===== config.mk =====
export PLATFORM = sky130hd
export DESIGN_NAME = receiver_mode_sequencer
export DESIGN_NICKNAME = d
export VERILOG_FILES = /design/src/hdl/rms_pkg.sv /design/src/hdl/receiver_mode_sequencer.sv
export VERILOG_INCLUDE_DIRS = /design/src /design/src/hdl
export SDC_FILE = /design/constraint.sdc
export NUM_CORES = 1
export LEC_CHECK = 0
export BUFFER_PORTS_ARGS = -buffer_cell sky130_fd_sc_hd__buf_2
export CORE_MARGIN = 2
export CORE_UTILIZATION = 40
export DETAILED_ROUTE_END_ITERATION = 7
export PLACE_DENSITY = 0.6
export SYNTH_ARGS = -nofsm -noshare
export SYNTH_HDL_FRONTEND = slang
export SYNTH_SLANG_ARGS = --single-unit

===== constraint.sdc =====
create_clock -name clk -period 6.5 [get_ports clk]
set_clock_uncertainty 0.05 [all_clocks]
set_input_delay 0.325 -clock clk [delete_from_list [all_inputs] [get_ports clk]]
set_output_delay 0.325 -clock clk [all_outputs]
set_load 0.05 [all_outputs]

===== src/hdl/rms_cfg.svh =====
`ifndef RMS_CFG_SVH
`define RMS_CFG_SVH

// Operating mode field codes
`define MODE_SLEEP        3'h0
`define MODE_STANDBY      3'h1
`define MODE_SYNTH        3'h2
`define MODE_RECEIVE      3'h4

// Listen window resolution codes
`define RES_64US          2'h1
`define RES_4MS           2'h2
`define RES_262MS         2'h3

// End-of-cycle action codes
`define END_STAY          2'h0
`define END_TO_MODE       2'h1
`define END_RESUME        2'h2

// Clock rate and printed times
`define CLK_MHZ           100
`define FRONT_END_US      20
`define PLL_BW_KHZ        300
`define PLL_RELOCK_NUM    5
`define CF_FSK_NUM        21
`define CF_OOK_NUM        34
`define AFC_SAMPLE_BITS   4
`define RSSI_SAMPLE_MULT  2
`define PREAMBLE_BITS     12
`define TIMEOUT_BIT_MULT  8

// Derived cycle counts (longest times round down)
`define FRONT_END_CYC     (`FRONT_END_US * `CLK_MHZ)
`define PLL_RELOCK_CYC    ((`PLL_RELOCK_NUM * `CLK_MHZ * 1000) / `PLL_BW_KHZ)

// Listen resolutions in RC ticks (RC tick taken as 1 us enable)
`define RC_DIV_CYC        `CLK_MHZ
`define RES_64US_TICKS    64
`define RES_4MS_TICKS     4100
`define RES_262MS_TICKS   262000

`endif


===== src/hdl/rms_pkg.sv =====
package rms_pkg;

  typedef enum logic [2:0] {
    ST_SLEEP,
    ST_STANDBY,
    ST_SYNTH,
    ST_RX_START,
    ST_RECEIVE
  } op_state_t;

  typedef enum logic [2:0] {
    LS_OFF,
    LS_IDLE,
    LS_RX,
    LS_HOLD,
    LS_DONE
  } listen_state_t;

  typedef struct packed {
    logic [1:0] resolution;
    logic [7:0] coefficient;
  } listen_window_t;

  typedef struct packed {
    logic [2:0] middle_mode;
    logic       enter_trigger_en;
    logic       exit_trigger_en;
  } auto_cfg_t;

endpackage


===== src/hdl/receiver_mode_sequencer.sv =====
`timescale 1ns/1ps
`include "rms_cfg.svh"
module receiver_mode_sequencer
(
  input  wire logic                       clk,
  input  wire logic                       arst_n,
  input  wire logic [2:0]                 mode_field,
  input  wire logic                       listen_enable,
  input  wire logic                       sequencer_disable,
  input  wire logic                       ook_mode,
  input  wire logic                       bit_sync_enable,
  input  wire logic [15:0]                bit_period_cycles,
  input  wire logic [15:0]                receive_bandwidth_cycles,
  input  wire logic [15:0]                crystal_wake_time,
  input  wire logic [15:0]                synth_wake_time,
  input  wire logic                       pll_lock_raw,
  input  wire logic                       rssi_raw,
  input  wire logic                       sync_word_hit,
  input  wire logic                       payload_complete_irq,
  input  wire logic [7:0]                 rx_start_timeout_count,
  input  wire logic                       listen_accept_rule,
  input  wire logic [1:0]                 listen_end_action,
  input  wire rms_pkg::listen_window_t    rx_window,
  input  wire rms_pkg::listen_window_t    idle_window,
  input  wire logic                       rc_calibration_start,
  input  wire rms_pkg::auto_cfg_t         auto_cfg,
  input  wire logic                       auto_enter_trigger,
  input  wire logic                       auto_exit_trigger,
  output logic [2:0]                      active_mode,
  output logic                            crystal_on,
  output logic                            synth_on,
  output logic                            receiver_on,
  output logic                            pll_lock_out,
  output logic                            receiver_ready_irq,
  output logic                            data_valid,
  output logic                            signal_level_threshold,
  output logic                            timeout_irq,
  output logic                            buffer_flush,
  output logic                            rc_calibration_done,
  output logic                            listen_stopped
);

  // Two-flop synchronisers for asynchronous analog status
  logic [1:0] lock_sync_reg;
  logic [1:0] rssi_sync_reg;
  logic       pll_locked;
  always_ff @(posedge clk or negedge arst_n)
  begin
    if (!arst_n)
    begin
      lock_sync_reg <= 2'h0;
      rssi_sync_reg <= 2'h0;
    end
    else
    begin
      lock_sync_reg <= {lock_sync_reg[0], pll_lock_raw};
      rssi_sync_reg <= {rssi_sync_reg[0], rssi_raw};
    end
  end
  assign pll_locked             = lock_sync_reg[1];
  assign pll_lock_out           = pll_locked;
  assign signal_level_threshold = rssi_sync_reg[1];

  // RC tick enable: listen timing runs only on this pulse
  logic [7:0] rc_div_reg;
  logic       rc_tick;
  always_ff @(posedge clk or negedge arst_n)
  begin
    if (!arst_n)
      rc_div_reg <= 8'h00;
    else if (rc_div_reg == 8'(`RC_DIV_CYC - 1))
      rc_div_reg <= 8'h00;
    else
      rc_div_reg <= rc_div_reg + 8'h01;
  end
  assign rc_tick = (rc_div_reg == 8'h00);

  // Window length in RC ticks
  function automatic logic [27:0] window_ticks(input rms_pkg::listen_window_t w);
    logic [19:0] res;
    res = 20'h00000;
    if (w.resolution == `RES_64US)
      res = 20'(`RES_64US_TICKS);
    else if (w.resolution == `RES_4MS)
      res = 20'(`RES_4MS_TICKS);
    else if (w.resolution == `RES_262MS)
      res = 20'(`RES_262MS_TICKS);
    window_ticks = 28'(res) * 28'(w.coefficient);
  endfunction

  // Mode decode of the mode field
  function automatic rms_pkg::op_state_t decode_mode(input logic [2:0] m);
    if (m == `MODE_STANDBY)
      decode_mode = rms_pkg::ST_STANDBY;
    else if (m == `MODE_SYNTH)
      decode_mode = rms_pkg::ST_SYNTH;
    else if (m == `MODE_RECEIVE)
      decode_mode = rms_pkg::ST_RECEIVE;
    else
      decode_mode = rms_pkg::ST_SLEEP;
  endfunction

  // Listen controller state
  rms_pkg::listen_state_t ls_reg;
  logic [27:0]            ls_cnt_reg;
  logic                   listen_want_rx;
  logic                   wanted;
  logic                   rx_ready_lvl;
  logic                   packet_end;
  assign wanted     = signal_level_threshold &&
                      (!listen_accept_rule || sync_word_hit);
  assign packet_end = payload_complete_irq || timeout_irq;

  // Auto-mode middle state tracking
  logic in_middle_reg;
  always_ff @(posedge clk or negedge arst_n)
  begin
    if (!arst_n)
      in_middle_reg <= 1'b0;
    else if (!(auto_cfg.enter_trigger_en && auto_cfg.exit_trigger_en) || listen_enable)
      in_middle_reg <= 1'b0;
    else if (!in_middle_reg && auto_enter_trigger)
      in_middle_reg <= 1'b1;
    else if (in_middle_reg && auto_exit_trigger)
      in_middle_reg <= 1'b0;
  end

  // Requested target from listen, auto-mode or mode field
  rms_pkg::op_state_t target;
  always_comb
  begin
    if (listen_enable && ls_reg != rms_pkg::LS_DONE)
      target = listen_want_rx ? rms_pkg::ST_RECEIVE : rms_pkg::ST_SLEEP;
    else if (listen_enable && listen_end_action == `END_STAY)
      target = rms_pkg::ST_RECEIVE;
    else if (in_middle_reg)
      target = decode_mode(auto_cfg.middle_mode);
    else
      target = decode_mode(mode_field);
  end

  // Mode sequencer with wake timers
  rms_pkg::op_state_t op_reg;
  logic [15:0]        seq_cnt_reg;
  logic [15:0]        rx_start_cyc;
  logic [15:0]        cf_cyc;
  // Filter settle: 21 or 34 over 4*BW, BW given as cycles per Hz unit
  assign cf_cyc = 16'(((ook_mode ? `CF_OOK_NUM : `CF_FSK_NUM) *
                       receive_bandwidth_cycles) >> 2);
  // Trade-off: worst-case budget, one RSSI and one AFC/relock stage
  assign rx_start_cyc = 16'(`FRONT_END_CYC) + cf_cyc
                      + 16'(`AFC_SAMPLE_BITS * bit_period_cycles)
                      + 16'(`PLL_RELOCK_CYC)
                      + 16'(`RSSI_SAMPLE_MULT * (receive_bandwidth_cycles >> 2));

  always_ff @(posedge clk or negedge arst_n)
  begin
    if (!arst_n)
    begin
      op_reg      <= rms_pkg::ST_SLEEP;
      seq_cnt_reg <= 16'h0000;
    end
    else if (sequencer_disable)
    begin
      op_reg      <= target;
      seq_cnt_reg <= 16'h0000;
    end
    else
    begin
      // Saturate so a long stay never wraps into a fresh wake wait
      if (seq_cnt_reg != 16'hFFFF)
        seq_cnt_reg <= seq_cnt_reg + 16'h0001;
      case (op_reg)
        rms_pkg::ST_SLEEP:
          if (target != rms_pkg::ST_SLEEP)
          begin
            op_reg      <= rms_pkg::ST_STANDBY;
            seq_cnt_reg <= 16'h0000;
          end
        rms_pkg::ST_STANDBY:
          if (target == rms_pkg::ST_SLEEP)
            op_reg <= rms_pkg::ST_SLEEP;
          else if (target != rms_pkg::ST_STANDBY && seq_cnt_reg >= crystal_wake_time)
          begin
            op_reg      <= rms_pkg::ST_SYNTH;
            seq_cnt_reg <= 16'h0000;
          end
        rms_pkg::ST_SYNTH:
          if (target == rms_pkg::ST_SLEEP || target == rms_pkg::ST_STANDBY)
            op_reg <= target;
          else if (target == rms_pkg::ST_RECEIVE && pll_locked &&
                   seq_cnt_reg >= synth_wake_time)
          begin
            op_reg      <= rms_pkg::ST_RX_START;
            seq_cnt_reg <= 16'h0000;
          end
        rms_pkg::ST_RX_START:
          if (target != rms_pkg::ST_RECEIVE)
            op_reg <= (target == rms_pkg::ST_SLEEP) ? rms_pkg::ST_SLEEP : rms_pkg::ST_SYNTH;
          else if (seq_cnt_reg >= rx_start_cyc)
            op_reg <= rms_pkg::ST_RECEIVE;
        rms_pkg::ST_RECEIVE:
          if (target != rms_pkg::ST_RECEIVE)
          begin
            op_reg      <= (target == rms_pkg::ST_SYNTH) ? rms_pkg::ST_SYNTH : target;
            seq_cnt_reg <= 16'h0000;
          end
        default:
          op_reg <= rms_pkg::ST_SLEEP;
      endcase
    end
  end

  // Block enables and reported mode from flip-flops
  always_ff @(posedge clk or negedge arst_n)
  begin
    if (!arst_n)
    begin
      crystal_on  <= 1'b0;
      synth_on    <= 1'b0;
      receiver_on <= 1'b0;
      active_mode <= `MODE_SLEEP;
    end
    else
    begin
      crystal_on  <= (op_reg != rms_pkg::ST_SLEEP);
      synth_on    <= (op_reg == rms_pkg::ST_SYNTH) || (op_reg == rms_pkg::ST_RX_START) ||
                     (op_reg == rms_pkg::ST_RECEIVE);
      receiver_on <= (op_reg == rms_pkg::ST_RX_START) || (op_reg == rms_pkg::ST_RECEIVE);
      case (op_reg)
        rms_pkg::ST_STANDBY: active_mode <= `MODE_STANDBY;
        rms_pkg::ST_SYNTH:   active_mode <= `MODE_SYNTH;
        rms_pkg::ST_RX_START,
        rms_pkg::ST_RECEIVE: active_mode <= `MODE_RECEIVE;
        default:             active_mode <= `MODE_SLEEP;
      endcase
    end
  end
  assign rx_ready_lvl = (op_reg == rms_pkg::ST_RECEIVE);

  // Ready pulse on entry to receive, then preamble bit count
  logic        ready_d_reg;
  logic [15:0] bit_cnt_reg;
  logic [3:0]  pre_bits_reg;
  logic [10:0] bits8_reg;
  always_ff @(posedge clk or negedge arst_n)
  begin
    if (!arst_n)
    begin
      ready_d_reg        <= 1'b0;
      receiver_ready_irq <= 1'b0;
      bit_cnt_reg        <= 16'h0000;
      pre_bits_reg       <= 4'h0;
      bits8_reg          <= 11'h000;
      data_valid         <= 1'b0;
      timeout_irq        <= 1'b0;
    end
    else
    begin
      ready_d_reg        <= rx_ready_lvl;
      receiver_ready_irq <= rx_ready_lvl && !ready_d_reg;
      timeout_irq        <= 1'b0;
      if (!rx_ready_lvl)
      begin
        bit_cnt_reg  <= 16'h0000;
        pre_bits_reg <= 4'h0;
        bits8_reg    <= 11'h000;
        data_valid   <= 1'b0;
      end
      else
      begin
        if (!bit_sync_enable)
          data_valid <= 1'b1;
        else if (pre_bits_reg >= 4'(`PREAMBLE_BITS))
          data_valid <= 1'b1;
        if (bit_cnt_reg + 16'h0001 >= bit_period_cycles)
        begin
          bit_cnt_reg <= 16'h0000;
          if (pre_bits_reg < 4'(`PREAMBLE_BITS))
            pre_bits_reg <= pre_bits_reg + 4'h1;
          if (!signal_level_threshold && rx_start_timeout_count != 8'h00)
          begin
            bits8_reg <= bits8_reg + 11'h001;
            if (bits8_reg + 11'h001 ==
                11'(rx_start_timeout_count * `TIMEOUT_BIT_MULT))
              timeout_irq <= 1'b1;
          end
        end
        else
          bit_cnt_reg <= bit_cnt_reg + 16'h0001;
      end
    end
  end

  // Listen cycling: idle and receive windows on RC ticks
  always_ff @(posedge clk or negedge arst_n)
  begin
    if (!arst_n)
    begin
      ls_reg       <= rms_pkg::LS_OFF;
      ls_cnt_reg   <= 28'h0000000;
      buffer_flush <= 1'b0;
    end
    else
    begin
      buffer_flush <= 1'b0;
      if (!listen_enable)
        ls_reg <= rms_pkg::LS_OFF;
      else
        case (ls_reg)
          rms_pkg::LS_OFF:
          begin
            ls_reg     <= rms_pkg::LS_IDLE;
            ls_cnt_reg <= 28'h0000000;
          end
          rms_pkg::LS_IDLE:
            if (rc_tick)
            begin
              if (ls_cnt_reg + 28'h0000001 >= window_ticks(idle_window))
              begin
                ls_reg       <= rms_pkg::LS_RX;
                ls_cnt_reg   <= 28'h0000000;
                buffer_flush <= 1'b1;
              end
              else
                ls_cnt_reg <= ls_cnt_reg + 28'h0000001;
            end
          rms_pkg::LS_RX:
            if (rx_ready_lvl && wanted)
              ls_reg <= (listen_end_action == `END_STAY) ? rms_pkg::LS_DONE
                                                         : rms_pkg::LS_HOLD;
            else if (rc_tick)
            begin
              // Window counts from wake, so startup eats into it
              if (ls_cnt_reg + 28'h0000001 >= window_ticks(rx_window))
              begin
                ls_reg     <= rms_pkg::LS_IDLE;
                ls_cnt_reg <= 28'h0000000;
              end
              else
                ls_cnt_reg <= ls_cnt_reg + 28'h0000001;
            end
          rms_pkg::LS_HOLD:
            if (packet_end)
            begin
              ls_cnt_reg <= 28'h0000000;
              ls_reg     <= (listen_end_action == `END_RESUME) ? rms_pkg::LS_IDLE
                                                               : rms_pkg::LS_DONE;
            end
          default:
            ls_reg <= rms_pkg::LS_DONE;
        endcase
    end
  end
  assign listen_want_rx = (ls_reg == rms_pkg::LS_RX) || (ls_reg == rms_pkg::LS_HOLD);
  assign listen_stopped = (ls_reg == rms_pkg::LS_DONE);

  // RC calibration: runs after reset and on request; set wins over clear
  logic       cal_req_d_reg;
  logic       cal_busy_reg;
  logic [7:0] cal_cnt_reg;
  always_ff @(posedge clk or negedge arst_n)
  begin
    if (!arst_n)
    begin
      cal_req_d_reg       <= 1'b0;
      cal_busy_reg        <= 1'b1;
      cal_cnt_reg         <= 8'h00;
      rc_calibration_done <= 1'b0;
    end
    else
    begin
      cal_req_d_reg <= rc_calibration_start;
      if (cal_busy_reg)
      begin
        cal_cnt_reg <= cal_cnt_reg + 8'h01;
        if (cal_cnt_reg == 8'hFF)
        begin
          cal_busy_reg        <= 1'b0;
          rc_calibration_done <= 1'b1;
        end
      end
      else if (rc_calibration_start && !cal_req_d_reg)
      begin
        cal_busy_reg        <= 1'b1;
        cal_cnt_reg         <= 8'h00;
        rc_calibration_done <= 1'b0;
      end
    end
  end

endmodule


==> impl_metrics.env <==
export IMPL_antenna_found_initial=0
export IMPL_dp_cells=3066
export IMPL_power_density_nw_per_um2=292
export IMPL_wl_per_cell_um=14.9
export IMPL_grt_start_max_net_pins=61
export IMPL_timing_rr_start="ls_cnt_reg[6]"
export IMPL_synth_area_leaders="ha_1 21%, fa_1 18%, dfrtp_1 16%, inv_1 8.2%, xnor2_1 3.7%"
export IMPL_yosys_area_share_simple_pct=16.5
export IMPL_hold_path_cell_count=2
export IMPL_total_power_mw=6.87
export IMPL_clkTransAtPathRegs_ns=0.07
export IMPL_grt_pass1_wl_um=77900
export IMPL_netSwitchingFraction_pct=42.2
export IMPL_utilization_pct=52.1
export IMPL_synth_xor_area_share_pct=6.64
export IMPL_switchingPower_mw=2.90
export IMPL_portBuffers=129
export IMPL_drc=0
export IMPL_crit_arrival_ns=7.08
export IMPL_synth_compound_area_share_pct=12.4
export IMPL_leakagePower_nw=12.2
export IMPL_rrSetupSlack_ns=1.61
export IMPL_die_w_um=217
export IMPL_globalRouteMet3Util_pct=2.71
export IMPL_initial_core_util_pct=40.3
export IMPL_fmax_mhz=148
export IMPL_drtAntennaViolNets=0
export IMPL_areaGrowthSynthToFinish_pct=29.3
export IMPL_slowest_stage="fa_1"
export IMPL_rr_worst_depth=16
export IMPL_gp_congestion=0.855
export IMPL_hold_path_class="in -> reg"
export IMPL_synth_edf_count=0
export IMPL_drt_initial_drc_count=686
export IMPL_h_tree_depth=4
export IMPL_antenna_cells=0
export IMPL_hpwl_um=38300
export IMPL_cts_sinks=116
export IMPL_grt_pass1_vias=16353
export IMPL_layout_commonest_cell="inv_1"
export IMPL_path_class="in -> reg"
export IMPL_final_cell_count_no_fill=3122
export IMPL_synth_adder_area_share_pct=38.8
export IMPL_clkPwrFrac_pct=14.8
export IMPL_synth_mux_area_share_pct=0.509
export IMPL_rows=78
export IMPL_p_comb_share_pct=72.7
export IMPL_yosys_cell_types_count=81
export IMPL_rr_endpoint="ls_cnt_reg[27]"
export IMPL_first_pass_iters=5
export IMPL_track_usage_pct=20.3
export IMPL_syn_inst=2109
export IMPL_synth_top_family_by_area="adder cells"
export IMPL_worst_pin_slew_ns=0.868
export IMPL_pin_count=130
export IMPL_grt_overflow_total=0
export IMPL_cp_slowest_stage_delay_ns=0.54
export IMPL_clockBufferDepth=2
export IMPL_yosysTopAreaCell="ha_1"
export IMPL_final_min_clock_period_ns=6.77
export IMPL_violations="setup timing"
export IMPL_final_max_slew_viol_count=0
export IMPL_grtUsageMet1_pct=26.6
export IMPL_cap_violations=0
export IMPL_setup_violations=7
export IMPL_drive_gt1_share_pct=26.1
export IMPL_insertion_delay_ns=0.44
export IMPL_p_seq_share_pct=12.5
export IMPL_cp_max_fo=8
export IMPL_hp_start="bit_sync_enable"
export IMPL_cp_required_ns=6.81
export IMPL_tritoncts="built"
export IMPL_startpoint="ook_mode"
export IMPL_ir_drop_mv=0.298
export IMPL_rsz0062_at_grt="yes"
export IMPL_syn_area_per_cell_um2=8.63
export IMPL_ys_flop_type="dfrtp_1"
export IMPL_core_um2=45200
export IMPL_internal_power_mw=3.97
export IMPL_synth_nets=2692
export IMPL_yosys_warnings=0
export IMPL_startpoint_type="primary input"
export IMPL_routed_wl_um=46500
export IMPL_hold_viol=0
export IMPL_vias=15727
export IMPL_largest_reg_flops=28
export IMPL_netlist_area_um2=18200
export IMPL_cp_end_kind="flop"
export IMPL_final_nets=3092
export IMPL_busiest_layer="met2"
export IMPL_async_reset_ff_share_pct=100
export IMPL_ys_ff_latch=116
export IMPL_die_height_um=217
export IMPL_status="complete, but fails checks"
export IMPL_worst_slack_ns=-0.265
export IMPL_dieArea_um2=47200
export IMPL_final_cell_mix="371 x inv_1, 265 x buf_4, 263 x ha_1"
export IMPL_cts_root_buffer="clkbuf_16"
export IMPL_fin_crit_sh_pct=104
export IMPL_slew_headroom_pct=42.1
export IMPL_route_detailed_vias_per_inst=5.04
export IMPL_min_to="data_valid"
export IMPL_yosysSeqAreaShare_pct=16.0
export IMPL_grtUsageMet2_pct=34.9
export IMPL_numCtsBuffers=17
export IMPL_pre_cts_ws_ns=-0.934
export IMPL_yosys_area_top_type_share_pct=21.0
per-layer routing:
metal	up-vias	wire length [um]
met1	7590	21400
met2	237	22600
li1	7843	-
met3	57	1520
met5	-	0
met4	0	1050
stage by stage:
stage | TNS (ns) | hold slack (ns) | area, um^2
2_1_floorplan | -1.41 | -0.0206 | 18800
5_1_grt | -6.48 | 0.0459 | 23500
4_1_cts | -0.402 | 0.00779 | 22900
6_report | -0.776 | 0.0291 | 23500
3_5_place_dp | -20.58 | 0.286 | 21900
3_3_place_gp | -17.91 | 0.286 | 21900
final cells by class:
type	count	area [um^2]
Fill cell	4223	21700
Multi-Input combinational cell	1558	14800
Timing Repair Buffer	415	2970
Sequential cell	116	2900
Inverter	401	1530
Tap cell	600	751
Clock buffer	20	447
Clock inverter	12	180
worst max-delay path: cells and delay by family:
| family | cells | cell delay, ns |
|---|---|---|
| buffers and inverters | 5 | 0.45 |
| and+or+nand+nor | 7 | 1.84 |
| AOI/OAI and AO/OA | 10 | 1.37 |
| xor gates and xnor gates | 3 | 0.51 |
| adders and majority gates | 8 | 2.58 |
timing repair:
item / CTS / global route
endpoints found under the setup margin: 33 / 35
buffers inserted: 5 / 10
hold buffers: 4 / 0
hold endpoints to repair: 58 / 0
gates resized for setup: 57 / 129
cloned: 2 / 3
pin swaps: 39 / 91
cells in the mapped netlist (all sizes together), types with 8 or more instances:
library cell  number
or3               20
nand2            153
o211ai            14
a22o               9
nor3              25
o21a              11
a31oi             13
and3              43
a21oi             85
a2111oi            8
o21ai            106
nand3             65
a211oi            13
nand4             23
xnor2             76
clkbuf            32
nor2b             26
dfrtp            115
o31ai              9
xor2              62
and2              49
nor2             111
nand2b            20
fa               162
ha               305
o21bai             8
a21o              32
or2               17
inv              401
worst max-delay path by stage:
stage               slack (ns)   endpoint  cells after the start
finish                   -0.27  op_reg[1]                     33
global route             -0.54  op_reg[2]                     35
CTS                      -0.15  op_reg[1]                     33
detailed placement       -0.93  op_reg[1]                     33
global placement         -0.82  op_reg[1]                     33
floorplan                -0.53  op_reg[1]                     34
kinds of logic (layout without fill, tap and decap cells):
group,count (synthesis),count (layout)
DFF,116,116
and+or+nand+nor,588,591
buffers and inverters,438,848
xor gates and xnor gates,138,138
AOI/OAI and AO/OA,353,353
adders and majority gates,467,467
muxes,9,9
power groups by stage:
| stage | clock network, mW | logic [mW] | registers, mW |
|---|---|---|---|
| 4_1_cts | 1.03 | 4.75 | 0.856 |
| 6_report | 1.01 | 5.00 | 0.858 |
| 3_5_place_dp | 0 | 4.43 | 0.867 |
| 5_1_grt | 1.07 | 5.65 | 0.869 |
| 3_3_place_gp | 0 | 4.31 | 0.863 |
| 2_1_floorplan | 0 | 3.00 | 0.875 |
No activity file was read; power rests on OpenSTA's default activity.
